$ cat src/rtl/sst_pkg.sv
package sst_pkg;

   // Clock and control-loop tick timing, times in picoseconds
   localparam int CLK_PERIOD_PS = 5000;
   localparam int TICK_FAST_PS = 166670000;
   localparam int TICK_SLOW_PS = 500000000;
   localparam int TICK_FAST_CYC = TICK_FAST_PS / CLK_PERIOD_PS;
   localparam int TICK_SLOW_CYC = TICK_SLOW_PS / CLK_PERIOD_PS;
   // Longest timeout in ticks: 100 s fast, 300 s slow, both land here
   localparam logic [31:0] TMO_MAX_TICKS = 32'h000927C0;

   // Widths of the digital I/O and the storage depths
   localparam int DATA_W = 32;
   localparam int DIN_W = 10;
   localparam int DOUT_W = 4;
   localparam int PIN_W = 3;
   localparam int DIN_UNUSED_BIT = 7;
   localparam int DEPTH_N = 8;
   localparam int DEPTH_W = 3;
   localparam int MT_W = 8;
   localparam int SEL_W = 4;
   localparam int CODE_W = 8;
   localparam logic [DEPTH_W-1:0] DEPTH_LIVE = 3'h0;

   // Parameter indices on the parameter port
   localparam logic [SEL_W-1:0] PRM_IN_MASK = 4'h0;
   localparam logic [SEL_W-1:0] PRM_IN_PAT = 4'h1;
   localparam logic [SEL_W-1:0] PRM_OUT_MASK = 4'h2;
   localparam logic [SEL_W-1:0] PRM_OUT_PAT = 4'h3;
   localparam logic [SEL_W-1:0] PRM_TMO = 4'h4;
   localparam logic [SEL_W-1:0] PRM_CONCAT = 4'h5;
   localparam logic [SEL_W-1:0] PRM_PIN_STATE = 4'h6;
   localparam logic [SEL_W-1:0] PRM_STATUS = 4'h7;
   localparam logic [DATA_W-1:0] PRM_RESET = 32'h00000000;

   // Status word bit positions
   localparam int STS_ERR = 0;
   localparam int STS_WAIT = 1;
   localparam int STS_PEND = 2;
   localparam int STS_BUSY = 3;

   // Concatenation modes
   localparam logic [1:0] CONCAT_OFF = 2'h0;
   localparam logic [1:0] CONCAT_SCURVE = 2'h1;
   localparam logic [1:0] CONCAT_BF_ENDLESS = 2'h2;
   localparam logic [1:0] CONCAT_BF_SINGLE = 2'h3;

   // Movement types that take part in each mode
   localparam logic [MT_W-1:0] MT_SC_A = 8'h01;
   localparam logic [MT_W-1:0] MT_SC_B = 8'h11;
   localparam logic [MT_W-1:0] MT_SC_C = 8'h18;
   localparam logic [MT_W-1:0] MT_TB_A = 8'h03;
   localparam logic [MT_W-1:0] MT_TB_B = 8'h0A;
   localparam logic [MT_W-1:0] MT_TB_C = 8'h13;
   localparam logic [MT_W-1:0] MT_TB_D = 8'h1A;

   // Error codes
   localparam logic [CODE_W-1:0] ERR_NONE = 8'h00;
   localparam logic [CODE_W-1:0] ERR_SYNC_START = 8'h3F;

   typedef enum logic {ST_IDLE, ST_WAIT} sst_state_t;

endpackage : sst_pkg

$ cat src/rtl/sst_tick_div.sv
`timescale 1ns/1ps
// Control-loop tick divider: one-cycle enable every CYCLES clocks
module sst_tick_div import sst_pkg::*; #(
   parameter int CYCLES = TICK_FAST_CYC
) (
   // Clock and reset
   input wire logic clk,
   input wire logic rst,
   // Tick enable
   output logic tick
);

   logic [31:0] cnt_q;
   logic wrap;

   // Wrap at the end of the period
   assign wrap = (cnt_q == 32'(CYCLES - 1));

   // Free-running period counter
   always_ff @(posedge clk) begin
      if (rst) begin
         cnt_q <= 32'h00000000;
         tick <= 1'b0;
      end else begin
         cnt_q <= wrap ? 32'h00000000 : cnt_q + 32'h00000001;
         tick <= wrap;
      end
   end

endmodule : sst_tick_div

$ cat src/rtl/sst_trigger.sv
`timescale 1ns/1ps
// How it works
// - Inputs form a mask, input n at bit n-1; bit 7 unused.
// - After sync start, hold movement until masked inputs equal the pattern.
// - When the synchronised move begins, masked outputs take the output pattern bits.
// - Outputs form a four-bit mask, output n at bit n-1.
// - Waiting longer than the timeout raises sync start error code 63.
// - Timeout counts control-loop ticks; limit clamps at the longest time.
// - Shared pins are driven high where their output-state bit is set, else stay inputs.
// - Mode 0 off, 1 S-curve concat, 2 endless and 3 single back-and-forth.
// - Without concatenation a new move waits until the current one ends.
// - Mode 1 replaces a running move at once with new limits when the movement type is S-curve.
// - A target at nonzero depth is only stored; depth 0 starts moving.
// - Starting a stored depth in mode 1 with an S-curve movement type interrupts the running move.
// - Any group axis failing sync start puts every axis still waiting for sync start in error.
module sst_trigger import sst_pkg::*; #(
   parameter int TICK_CYCLES = TICK_FAST_CYC
) (
   // Clock and reset
   input wire logic clk,
   input wire logic rst,
   // Parameter port
   input wire logic prm_wr,
   input wire logic [SEL_W-1:0] prm_sel,
   input wire logic [DATA_W-1:0] prm_wdata,
   output logic [DATA_W-1:0] prm_rd_data_q,
   // Motion commands
   input wire logic sync_start_cmd,
   input wire logic stored_move_start_cmd,
   input wire logic pos_wr_cmd,
   input wire logic speed_limit_cmd,
   input wire logic accel_limit_cmd,
   input wire logic [DEPTH_W-1:0] cmd_depth,
   input wire logic [DATA_W-1:0] cmd_data,
   input wire logic [MT_W-1:0] movement_type,
   // Trajectory generator
   input wire logic move_busy,
   output logic move_start_q,
   output logic move_replace_q,
   output logic [DATA_W-1:0] tgt_pos_q,
   output logic [DATA_W-1:0] tgt_spd_q,
   output logic [DATA_W-1:0] tgt_acc_q,
   output logic bf_endless_q,
   output logic bf_single_q,
   // Digital inputs and outputs
   input wire logic [DIN_W-1:0] din,
   output logic [DOUT_W-1:0] dout_q,
   input wire logic [PIN_W-1:0] pin_in,
   output logic [PIN_W-1:0] pin_out_q,
   output logic [PIN_W-1:0] pin_oe_n_q,
   // Error and group
   input wire logic err_clr,
   input wire logic group_err_in,
   output logic group_err_out_q,
   output logic sync_wait_q,
   output logic [CODE_W-1:0] error_code_monitor_q
);

   // S-curve movement types
   function automatic logic is_scurve(input logic [MT_W-1:0] mt);
      is_scurve = (mt == MT_SC_A) || (mt == MT_SC_B) || (mt == MT_SC_C);
   endfunction : is_scurve

   // Table-driven movement types
   function automatic logic is_table(input logic [MT_W-1:0] mt);
      is_table = (mt == MT_TB_A) || (mt == MT_TB_B) || (mt == MT_TB_C) || (mt == MT_TB_D);
   endfunction : is_table

   logic [DATA_W-1:0] in_mask_q, in_pat_q, out_mask_q, out_pat_q, tmo_q, concat_q, pin_state_q;
   logic [DATA_W-1:0] mem_pos [DEPTH_N];
   logic [DATA_W-1:0] mem_spd [DEPTH_N];
   logic [DATA_W-1:0] mem_acc [DEPTH_N];
   logic [DIN_W-1:0] din_m_q, din_s_q;
   logic [PIN_W-1:0] pin_m_q, pin_s_q;
   logic grp_m_q, grp_s_q;
   logic [31:0] tmo_cnt_q;
   logic err_q, pend_q, tick;
   sst_state_t st_q, st_d;
   sst_tick_div #(.CYCLES(TICK_CYCLES)) u_tick (
      .clk(clk),
      .rst(rst),
      .tick(tick)
   );

   // Two-flop synchronisers for every pin input
   always_ff @(posedge clk) begin
      if (rst) begin
         {din_m_q, din_s_q, pin_m_q, pin_s_q, grp_m_q, grp_s_q} <= '0;
      end else begin
         din_m_q <= din;
         din_s_q <= din_m_q;
         pin_m_q <= pin_in;
         pin_s_q <= pin_m_q;
         grp_m_q <= group_err_in;
         grp_s_q <= grp_m_q;
      end
   end

   // Input image: a shared pin counts only while released as an input
   logic [DIN_W-1:0] din_eff;
   logic [DIN_W-1:0] din_shared, mask_eff;
   genvar gi;
   generate
      for (gi = 0; gi < DIN_W; gi++) begin : g_din
         if (gi < PIN_W) begin : g_sh
            assign din_shared[gi] = pin_s_q[gi] & ~pin_state_q[gi];
         end else begin : g_nsh
            assign din_shared[gi] = 1'b0;
         end
         if (gi == DIN_UNUSED_BIT) begin : g_unused
            assign din_eff[gi] = 1'b0;
            assign mask_eff[gi] = 1'b0;
         end else begin : g_used
            assign din_eff[gi] = din_s_q[gi] | din_shared[gi];
            assign mask_eff[gi] = in_mask_q[gi];
         end
      end
   endgenerate

   // Match, timeout and mode decode
   logic in_match, tmo_over, concat_ok, can_go, sync_go, err_set, grp_hit;
   logic depth_copy, pos_live, req_now;
   logic [31:0] tmo_lim;
   logic [1:0] mode;
   assign mode = concat_q[1:0];
   assign in_match = ((din_eff ^ in_pat_q[DIN_W-1:0]) & mask_eff) == '0;
   assign tmo_lim = (tmo_q > TMO_MAX_TICKS) ? TMO_MAX_TICKS : tmo_q;
   assign tmo_over = (tmo_cnt_q > tmo_lim);
   assign concat_ok = (mode == CONCAT_SCURVE) && is_scurve(movement_type);
   assign can_go = ~move_busy | concat_ok;
   assign grp_hit = grp_s_q & (st_q == ST_WAIT);
   assign sync_go = (st_q == ST_WAIT) && in_match && can_go && !tmo_over && !grp_s_q;
   assign err_set = (st_q == ST_WAIT) && !sync_go && (tmo_over || grp_hit);
   assign depth_copy = sync_start_cmd | stored_move_start_cmd;
   assign pos_live = pos_wr_cmd && (cmd_depth == DEPTH_LIVE);
   assign req_now = pos_live | stored_move_start_cmd;

   // Sync-start sequencer
   always_comb begin
      case (st_q)
         ST_IDLE: st_d = sync_start_cmd ? ST_WAIT : ST_IDLE;
         ST_WAIT: st_d = (sync_go || err_set) ? ST_IDLE : ST_WAIT;
         default: st_d = ST_IDLE;
      endcase
   end

   // Parameters written by the host
   always_ff @(posedge clk) begin
      if (rst) begin
         {in_mask_q, in_pat_q, out_mask_q, out_pat_q, tmo_q, concat_q} <= {6{PRM_RESET}};
      end else if (prm_wr) begin
         case (prm_sel)
            PRM_IN_MASK: in_mask_q <= prm_wdata;
            PRM_IN_PAT: in_pat_q <= prm_wdata;
            PRM_OUT_MASK: out_mask_q <= prm_wdata;
            PRM_OUT_PAT: out_pat_q <= prm_wdata;
            PRM_TMO: tmo_q <= prm_wdata;
            PRM_CONCAT: concat_q <= prm_wdata;
            default: ;
         endcase
      end
   end

   // Depth storage: a start copies its depth into the live slot
   always_ff @(posedge clk) begin
      if (rst) begin
         for (int i = 0; i < DEPTH_N; i++) begin
            mem_pos[i] <= PRM_RESET;
            mem_spd[i] <= PRM_RESET;
            mem_acc[i] <= PRM_RESET;
         end
      end else if (depth_copy) begin
         mem_pos[DEPTH_LIVE] <= mem_pos[cmd_depth];
         mem_spd[DEPTH_LIVE] <= mem_spd[cmd_depth];
         mem_acc[DEPTH_LIVE] <= mem_acc[cmd_depth];
      end else begin
         if (pos_wr_cmd) begin
            mem_pos[cmd_depth] <= cmd_data;
         end
         if (speed_limit_cmd) begin
            mem_spd[cmd_depth] <= cmd_data;
         end
         if (accel_limit_cmd) begin
            mem_acc[cmd_depth] <= cmd_data;
         end
      end
   end

   // Start requests wait one cycle so the live slot is settled
   logic fire;
   assign fire = (pend_q | sync_go) & can_go;
   // Sequencer, timeout counter and movement launch
   always_ff @(posedge clk) begin
      if (rst) begin
         st_q <= ST_IDLE;
         tmo_cnt_q <= 32'h00000000;
         {pend_q, move_start_q, move_replace_q} <= 3'h0;
         {tgt_pos_q, tgt_spd_q, tgt_acc_q} <= {3{PRM_RESET}};
      end else begin
         st_q <= st_d;
         if (sync_start_cmd) begin
            tmo_cnt_q <= 32'h00000000;
         end else if (st_q == ST_WAIT && tick && !sync_go && !err_set) begin
            tmo_cnt_q <= tmo_cnt_q + 32'h00000001;
         end
         pend_q <= req_now | (pend_q & ~fire);
         move_start_q <= fire;
         move_replace_q <= fire & move_busy;
         if (fire) begin
            tgt_pos_q <= mem_pos[DEPTH_LIVE];
            tgt_spd_q <= mem_spd[DEPTH_LIVE];
            tgt_acc_q <= mem_acc[DEPTH_LIVE];
         end
      end
   end

   // Outputs: masked pattern applied when a synchronised move begins
   logic [DOUT_W-1:0] dout_next;
   logic [PIN_W-1:0] pin_next;
   assign dout_next = (dout_q & ~out_mask_q[DOUT_W-1:0]) |
                      (out_pat_q[DOUT_W-1:0] & out_mask_q[DOUT_W-1:0]);
   assign pin_next = (pin_state_q[PIN_W-1:0] & ~out_mask_q[PIN_W-1:0]) |
                     (out_pat_q[PIN_W-1:0] & out_mask_q[PIN_W-1:0]);
   always_ff @(posedge clk) begin
      if (rst) begin
         dout_q <= '0;
         pin_state_q <= PRM_RESET;
      end else if (sync_go) begin
         dout_q <= dout_next;
         pin_state_q <= {pin_state_q[DATA_W-1:PIN_W], pin_next};
      end else if (prm_wr && prm_sel == PRM_PIN_STATE) begin
         pin_state_q <= prm_wdata;
      end
   end

   // Shared pins drive only where the state bit is set, else stay inputs
   always_ff @(posedge clk) begin
      if (rst) begin
         pin_out_q <= '0;
         pin_oe_n_q <= '1;
      end else begin
         pin_out_q <= pin_state_q[PIN_W-1:0];
         pin_oe_n_q <= ~pin_state_q[PIN_W-1:0];
      end
   end

   // Sticky error; a new error beats a clear in the same cycle
   always_ff @(posedge clk) begin
      if (rst) begin
         {err_q, group_err_out_q} <= 2'h0;
         error_code_monitor_q <= ERR_NONE;
      end else begin
         if (err_set) begin
            err_q <= 1'b1;
            error_code_monitor_q <= ERR_SYNC_START;
         end else if (err_clr) begin
            err_q <= 1'b0;
            error_code_monitor_q <= ERR_NONE;
         end
         group_err_out_q <= err_set | (err_q & ~err_clr);
      end
   end

   // Status, mode flags and readback
   logic [DATA_W-1:0] status_w, rd_mux;
   assign status_w = DATA_W'({move_busy, pend_q, st_q == ST_WAIT, err_q});
   always_comb begin
      case (prm_sel)
         PRM_IN_MASK: rd_mux = in_mask_q;
         PRM_IN_PAT: rd_mux = in_pat_q;
         PRM_OUT_MASK: rd_mux = out_mask_q;
         PRM_OUT_PAT: rd_mux = out_pat_q;
         PRM_TMO: rd_mux = tmo_q;
         PRM_CONCAT: rd_mux = concat_q;
         PRM_PIN_STATE: rd_mux = pin_state_q;
         PRM_STATUS: rd_mux = status_w;
         default: rd_mux = PRM_RESET;
      endcase
   end

   always_ff @(posedge clk) begin
      if (rst) begin
         {prm_rd_data_q, bf_endless_q, bf_single_q, sync_wait_q} <= {PRM_RESET, 3'h0};
      end else begin
         prm_rd_data_q <= rd_mux;
         bf_endless_q <= (mode == CONCAT_BF_ENDLESS) && is_table(movement_type);
         bf_single_q <= (mode == CONCAT_BF_SINGLE) && is_table(movement_type);
         sync_wait_q <= (st_d == ST_WAIT);
      end
   end

   // Checks
   property p_bit7_ignored;
      @(posedge clk) disable iff (rst) (st_q == ST_WAIT &&
         in_mask_q[DIN_W-1:0] == (DIN_W'(1) << DIN_UNUSED_BIT)) |-> in_match;
   endproperty
   a_bit7_ignored: assert property (p_bit7_ignored) else $error("bit 7 blocked start");
   property p_go_needs_match;
      @(posedge clk) disable iff (rst) sync_go |-> in_match && st_q == ST_WAIT;
   endproperty
   a_go_needs_match: assert property (p_go_needs_match) else $error("no match at start");
   property p_dout_pattern;
      @(posedge clk) disable iff (rst) sync_go |=> ((dout_q & out_mask_q[DOUT_W-1:0]) ==
         (out_pat_q[DOUT_W-1:0] & out_mask_q[DOUT_W-1:0])) ##1 move_start_q == 1'b0;
   endproperty
   a_dout_pattern: assert property (p_dout_pattern) else $error("outputs miss pattern");
   property p_err_code;
      @(posedge clk) disable iff (rst) err_set |=> err_q && error_code_monitor_q == ERR_SYNC_START
         && st_q == ST_IDLE;
   endproperty
   a_err_code: assert property (p_err_code) else $error("timeout code wrong");
   property p_cnt_clear;
      @(posedge clk) disable iff (rst) sync_start_cmd |=> tmo_cnt_q == 32'h00000000;
   endproperty
   a_cnt_clear: assert property (p_cnt_clear) else $error("timeout counter not cleared");
   property p_deep_store;
      @(posedge clk) disable iff (rst) (pos_wr_cmd && cmd_depth != DEPTH_LIVE && !pend_q
         && !stored_move_start_cmd && !sync_go) |=> !move_start_q;
   endproperty
   a_deep_store: assert property (p_deep_store) else $error("stored target moved motor");
   property p_in_order;
      @(posedge clk) disable iff (rst) (pend_q && move_busy && !concat_ok) |=> !move_start_q;
   endproperty
   a_in_order: assert property (p_in_order) else $error("move started while busy");
   property p_replace;
      @(posedge clk) disable iff (rst) (pend_q && move_busy && concat_ok) |=>
         move_start_q && move_replace_q && tgt_pos_q == $past(mem_pos[DEPTH_LIVE]);
   endproperty
   a_replace: assert property (p_replace) else $error("concatenated move not taken");
   property p_group;
      @(posedge clk) disable iff (rst) (grp_s_q && st_q == ST_WAIT) |=> err_q ##1 group_err_out_q;
   endproperty
   a_group: assert property (p_group) else $error("group error ignored");

endmodule : sst_trigger

$ cat config.mk
export PLATFORM = sky130hd
export DESIGN_NAME = sst_trigger
export DESIGN_NICKNAME = d
export VERILOG_FILES = /design/src/rtl/sst_pkg.sv /design/src/rtl/sst_tick_div.sv /design/src/rtl/sst_trigger.sv
export SDC_FILE = /design/constraint.sdc
export NUM_CORES = 2
export LEC_CHECK = 0
export BUFFER_PORTS_ARGS = -buffer_cell sky130_fd_sc_hd__buf_2
export CAP_MARGIN = 15
export CORE_MARGIN = 2
export CORE_UTILIZATION = 35
export DETAILED_ROUTE_END_ITERATION = 10
export PLACE_DENSITY_LB_ADDON = 0.1
export SLEW_MARGIN = 20
export SYNTH_ARGS = -nofsm -noshare
export SYNTH_HDL_FRONTEND = slang
export SYNTH_SLANG_ARGS = --single-unit
$ cat constraint.sdc
create_clock -name clk -period 5.5 [get_ports clk]
set_input_delay 0.825 -clock clk [delete_from_list [all_inputs] [get_ports clk]]
set_output_delay 0.825 -clock clk [all_outputs]
set_load 0.005 [all_outputs]
==> After elaboration in Yosys (flattened, before gate mapping) <==
Memory sizes are Yosys's and may differ from the RTL's. A register that Yosys moved wholly into a read port is not among the register bits.
Cells that the tools add are included.
{ "op_classes": {"magnitude_cmp": 2, "muxes": 40, "n_addsub": 2, "eq_ne": 18, "n_reduce_logical": 42, "n_bitwise": 39} }
{ "ops": {"columns": ["operator", "count"], "rows": [
  ["32-bit one-hot mux with 8 select lines", 1],
  ["32-bit 2-to-1 mux", 7],
  ["32-bit OR reduction", 3],
  ["32-bit by 1-bit adder with 32-bit output (second input constant)", 2],
  ["32-bit by 16-bit == test with 1-bit output (second input constant)", 1],
  ["8-bit by 5-bit == test with 1-bit output (second input constant)", 4],
  ["32-bit by 20-bit > comparator with 1-bit output (second input constant)", 1],
  ["32-bit > comparator", 1],
  ["1-bit 2-to-1 mux", 24],
  ["4-bit by 3-bit == test with 1-bit output (second input constant)", 4],
  ["3-bit 2-to-1 mux", 5],
  ["1-bit logical AND", 14],
  ["2-bit AND reduction", 7],
  ["6-bit 2-to-1 mux", 2],
  ["1-bit OR", 12],
  ["10-bit AND", 1],
  ["10-bit logical NOT", 1],
  ["10-bit XOR", 1],
  ["1-bit AND", 8],
  ["4-bit AND", 2],
  ["4-bit by 2-bit == test with 1-bit output (second input constant)", 2],
  ["8-bit by 1-bit == test with 1-bit output (second input constant)", 1],
  ["8-bit by 2-bit == test with 1-bit output (second input constant)", 1],
  ["8-bit by 4-bit == test with 1-bit output (second input constant)", 1],
  ["other kinds (16)", 37]
]} }
{ "word_totals": {"memories": 3, "word_cells": 176, "output_inout_bits": 152, "regBits": 373, "mem_bits_rw": 768} }
{ "mem_list": {"columns": ["memory", "words", "word_bits", "rd", "rd_clocked_by_memory_dff", "wr", "line", "rtl"], "rows": [
  ["mem_acc", 8, 32, 2, 1, 8, "sst_trigger.sv:72", "logic [DATA_W-1:0] mem_acc [DEPTH_N];"],
  ["mem_pos", 8, 32, 2, 1, 8, "sst_trigger.sv:70", "logic [DATA_W-1:0] mem_pos [DEPTH_N];"],
  ["mem_spd", 8, 32, 2, 1, 8, "sst_trigger.sv:71", "logic [DATA_W-1:0] mem_spd [DEPTH_N];"]
]} }

==> Longest topological paths before layout <==
{ "logic_depth": {"depth_word": 16, "mapped_depth": 19, "depth_no_buf": 15} }

==> Hierarchy <==
A second synthesis with hierarchy kept.
{ "hier_totals": {"cells_unflattened": 4860, "hier_area_um2": 53463.8} }
{ "by_module_without_submodules": {"columns": ["mod", "area_per_inst_um2", "cells_per_inst", "seq_area_each_um2", "n_inst"], "rows": [
  ["sst_trigger", 51876.0, 4678, 31630.3, 1],
  ["sst_tick_div", 1587.8, 182, 660.6, 1]
]} }

==> Least setup slack after synthesis <==
OpenSTA, ideal clock, no wires.
{ "synth_timing": {"kind": "flip-flop to flip-flop", "startpoint": "register tmo_q[2]", "endpoint": "register tgt_acc_q[13] (read register of mem_acc)", "t_arrival_ns": 4.275, "setup_ns": 0.128, "path_buffers": 4, "path_stages_with_launch": 20, "slack_ns": 1.097, "period_less_slack_ns": 4.403, "cell_sequence": "dfxtp_1 -> or4_1 -> nor3_1 -> o21ai_0 -> a211o_1 -> a211o_1 -> a21oi_1 -> buf_2 -> nand2_1 -> ha_1 -> nor2b_1 -> o211ai_1 -> a2111oi_0 -> o31a_1 -> o41ai_2 -> buf_2 -> buf_6 -> buf_12 -> mux2i_1 -> nor2_1"} }
{ "synth_via": {"elab_chain_len": 8} }
{ "synth_rtl": {"columns": ["item", "line", "rtl"], "rows": [
  ["start, declared", "sst_trigger.sv:69", "logic [DATA_W-1:0] in_mask_q, in_pat_q, out_mask_q, out_pat_q, tmo_q, concat_q, pin_state_q;"],
  ["start signal, assigned", "sst_trigger.sv:150", "{in_mask_q, in_pat_q, out_mask_q, out_pat_q, tmo_q, concat_q} <= {6{PRM_RESET}};"],
  ["start signal, assigned", "sst_trigger.sv:157", "PRM_TMO: tmo_q <= prm_wdata;"],
  ["32-bit by 20-bit > comparator with 1-bit output", "sst_trigger.sv:127", "assign tmo_lim = (tmo_q > TMO_MAX_TICKS) ? TMO_MAX_TICKS : tmo_q;"],
  ["32-bit 2-to-1 mux *", "sst_trigger.sv:127", null],
  ["32-bit > comparator *", "sst_trigger.sv:128", "assign tmo_over = (tmo_cnt_q > tmo_lim);"],
  ["1-bit logical NOT *", "sst_trigger.sv:132", "assign sync_go = (st_q == ST_WAIT) && in_match && can_go && !tmo_over && !grp_s_q;"],
  ["1-bit logical AND * (2 in a row)", "sst_trigger.sv:132", null],
  ["1-bit OR *", "sst_trigger.sv:191", "assign fire = (pend_q | sync_go) & can_go;"],
  ["1-bit AND *", "sst_trigger.sv:191", null],
  ["end, declared", "sst_trigger.sv:42", "output logic [DATA_W-1:0] tgt_acc_q,"]
]} }
Mark *: on every way between the ends. The rest lies on a longest branch, timed or not.
A chain may end at the register's enable or synchronous reset.

==> Worst setup path in the final report <==
{ "layout_timing": {"startpoint": "register tmo_q[2]", "endpoint": "register tgt_spd_q[7] (read register of mem_spd)"} }
{ "layout_via": {"elab_chain_len": 8} }
{ "layout_rtl": {"columns": ["item", "line", "rtl"], "rows": [
  ["32-bit by 20-bit > comparator with 1-bit output", "sst_trigger.sv:127", null],
  ["32-bit 2-to-1 mux *", "sst_trigger.sv:127", null],
  ["32-bit > comparator *", "sst_trigger.sv:128", null],
  ["1-bit logical NOT *", "sst_trigger.sv:132", null],
  ["1-bit logical AND * (2 in a row)", "sst_trigger.sv:132", null],
  ["1-bit OR *", "sst_trigger.sv:191", null],
  ["1-bit AND *", "sst_trigger.sv:191", null],
  ["end, declared", "sst_trigger.sv:41", "output logic [DATA_W-1:0] tgt_spd_q,"]
]} }
Marked as above.

==> summary.txt <==
Cells and area
  – Nets: 5049
  – Commonest non-fill, non-tap cell in the layout: edfxtp_1
  – Commonest non-fill, non-tap cells in the layout: edfxtp_1, and2_1, nand2_1, dfxtp_1, a21oi_1
  – Share of layout cells above drive strength 1: 0.153
  – Post-route insts no fill: 7046
  – Synth-to-layout area growth: 15.5%
  – Cell area after layout: 61100 um^2

Power
  – Max VDD drop: 0.327 mV
  – Leak pwr: 0.0222 uW
  – Cell Pwr Density: 346 nW/um^2

GRT
  – Initial antenna violation count: 12
  – All-Layer GR Usage: 0.228
  – Largest net degree at the start of global routing: 169
  – Vias in the first global route: 36300
  – Global route overflow: 0
  – First-pass GRT wire length: 256000 um

Detailed routing
  – 1st-pass router iterations: 5
  – Vias: 36800
  – Vias per inst: 5.22
  – Per-cell routed wire length: 25.2 um
  – WL final: 178000 um
  – Post-route DRC violation count: 0
  – Post-route ant nets: 0
  – Drt initial violations: 3033

Worst setup path
  – Worst r2r path cells: 18
  – Worst R2R End: tgt_spd_q[7]
  – Max incr delay on CP: 510 ps
  – Critical-path cell list: or4_1 > nor3_1 > o21ai_0 > a211o_1 > a211o_1 > a21oi_1 > buf_4 > nand2_1 > ha_1 > nand4_1 > nor4_1 > nor2b_1 > o31a_1 > o41ai_4 > buf_12 > buf_12 > mux2i_1 > nor2_1
  – Maximum fanout along the worst path: 39
  – Slowest library cell on the worst path: or4_1
  – Worst path arrival time: 5550 ps
  – CP endpoint kind: register
  – Startpoint types: register
  – Worst reg2reg setup slack: 580 ps
  – WS Path Type: reg -> reg
  – CP delay by family, top: simple AND/OR/NAND/NOR gates
  – CP Data Required Time: 6130 ps
  – Crit Reg-Reg Startpoint: tmo_q[2]
  – WP buf/inv: 3

CTS
  – CTS tree: done
  – TritonCTS Sinks: 1229
  – Cts bufs inserted: 143
  – Skew-Pair Late Insertion Delay: 800 ps
  – Post-CTS Hold Buffers: 0
  – Worst-path clk slew: 60 ps
  – Post-CTS Setup Bufs: 0
  – Clock Tree Buf Depth: 3
  – Post-cts resize count: 0
  – Root buffer cell: clkbuf_16
  – H-tree Lvls: 4

Synth
  – Yosys cell types: 71
  – Register bit count reported by yosys: 1229
  – Largest family of logic cells by synthesized area: simple AND/OR/NAND/NOR gates
  – Synth Area in Compound Gates: 0.111
  – Ys Warns: 0
  – Number of enable flip-flop cells after synthesis: 768
  – Mapped Area: 52900 um^2
  – Post-synthesis mux area share: 0.0590
  – Adder-cell share of the synthesized area: 0.00828
  – Syn avg cell area: 11.1 um^2
  – Ys async rst share: 0
  – Most used DFF post-synth: edfxtp_1
  – Simple-gate share of the synthesized area: 0.172
  – Xor and xnor area share after synthesis: 0.00629
  – Cells after Synth: 4756
  – Sequential share of the synthesized area: 0.610

Status
  – Status: finished clean

Placed design
  – Placed Cells incl. Taps: 6782
  – Placed cell area: 56500 um^2
  – Dpl ws: 588 ps
  – PortBufs: 251
  – Dpl hpwl: 107000 um
  – RePlAce Congestion: 0.799

STA
  – Fin. Hold Viols: 0
  – Max Clk Rate: 0.203 GHz
  – RSZ-0062 raised after global routing: no
  – Worst-Margin Slew: 1110 ps
  – Fin worst setup slack: 579 ps
  – Setup TNS Final: 0 ps
  – Fin crit period: 4920 ps
  – Fin crit share: 0.895
  – # setup viols final: 0
  – Relative slew margins: 0.254
  – Final slew viol count: 0
  – Setup Skew: 37.8 ps

Floorplan
  – Initial Util: 0.353
  – Core region area: 150000 um^2
  – Die width: 393 um
  – # IOs: 255
  – Die area: 154000 um^2
  – Rows: 142
  – Die height: 393 um

Hold path
  – Hold path cells: 2
  – Worst Hold Class: in -> reg
  – Worst Hold Path EP: din_m_q[5]
  – Min-delay src: din[5]

Run
  – Max-cap viol count: 0
## report_power, final
| group | total (uW) | switching [uW] | internal [uW] |
|---|---|---|---|
| sequential | 10400 | 151 | 10200 |
| clock | 9340 | 4010 | 5330 |
| combinational | 1460 | 1010 | 446 |
| total | 21200 | 5180 | 16000 |
## through the flow
stage / util / power [uW] / hold slack (ps)
after floorplan: - / 11300 / 404
after global placement: 0.377 / 12000 / 424
after detailed placement: 0.377 / 12000 / 426
after CTS: 0.407 / 21400 / 195
after global routing: 0.407 / 21900 / 232
final: 0.407 / 21200 / 258
## sequential cells by signal, indices dropped and copies added (netlist names), 9 cells and up, named ones only
name / cells
concat_q: 32
prm_rd_data_q: 32
din_m_q: 9
out_pat_q: 32
tmo_q: 32
u_tick.cnt_q: 32
tgt_acc_q: 32
mem_pos: 256
tgt_spd_q: 32
tgt_pos_q: 32
mem_spd: 256
mem_acc: 256
in_pat_q: 32
pin_state_q: 29
out_mask_q: 32
in_mask_q: 32
tmo_cnt_q: 32
din_s_q: 9
## synthesized netlist by cell type, drive strengths merged, types with 52 or more instances
cell,number,area [um^2]
mux2i,216,2160
o21ai,150,751
a22o,52,455
nand2,617,2320
and2,688,4300
dfxtp,461,9230
a221oi,102,893
a21oi,391,1960
nor2,269,1010
clkbuf,353,1330
mux2,71,800
edfxtp,768,23100
a22oi,116,871
## how the worst max path moves through the flow
stage | depth (start not counted) | to | from
after global placement | 18 | tgt_spd_q[26] | tmo_q[2]
after detailed placement | 18 | tgt_spd_q[20] | tmo_q[2]
final | 18 | tgt_spd_q[7] | tmo_q[2]
after floorplan | 19 | tgt_acc_q[13] | tmo_q[2]
after global routing | 18 | tgt_spd_q[27] | tmo_q[2]
after CTS | 18 | tgt_spd_q[6] | tmo_q[2]
## cell families after synthesis
group,count (synthesis)
simple gates,1801
flops,1229
compound gates,931
buf+inv,426
mux,294
xor+xnor,38
fa+ha+maj,35
other cells,2
## area by class of cell
class | count | area, um^2
fill | 14400 | 88900
sequential | 1229 | 32300
multi-input combinational | 3113 | 19100
clock buffer | 209 | 3990
tap | 2016 | 2520
timing repair buffer | 398 | 2500
clock inverter | 52 | 558
inverter | 26 | 97.6
antenna | 3 | 7.51
## per-layer routing
metal,wire length [um],part of all wire,GRT usage
met1,74600,0.42,0.289
met4,6380,0.036,0.0860
met5,64,0.00036,0
met3,10300,0.058,0.0441
met2,86300,0.49,0.385
No activity file was read; power rests on OpenSTA's default activity.
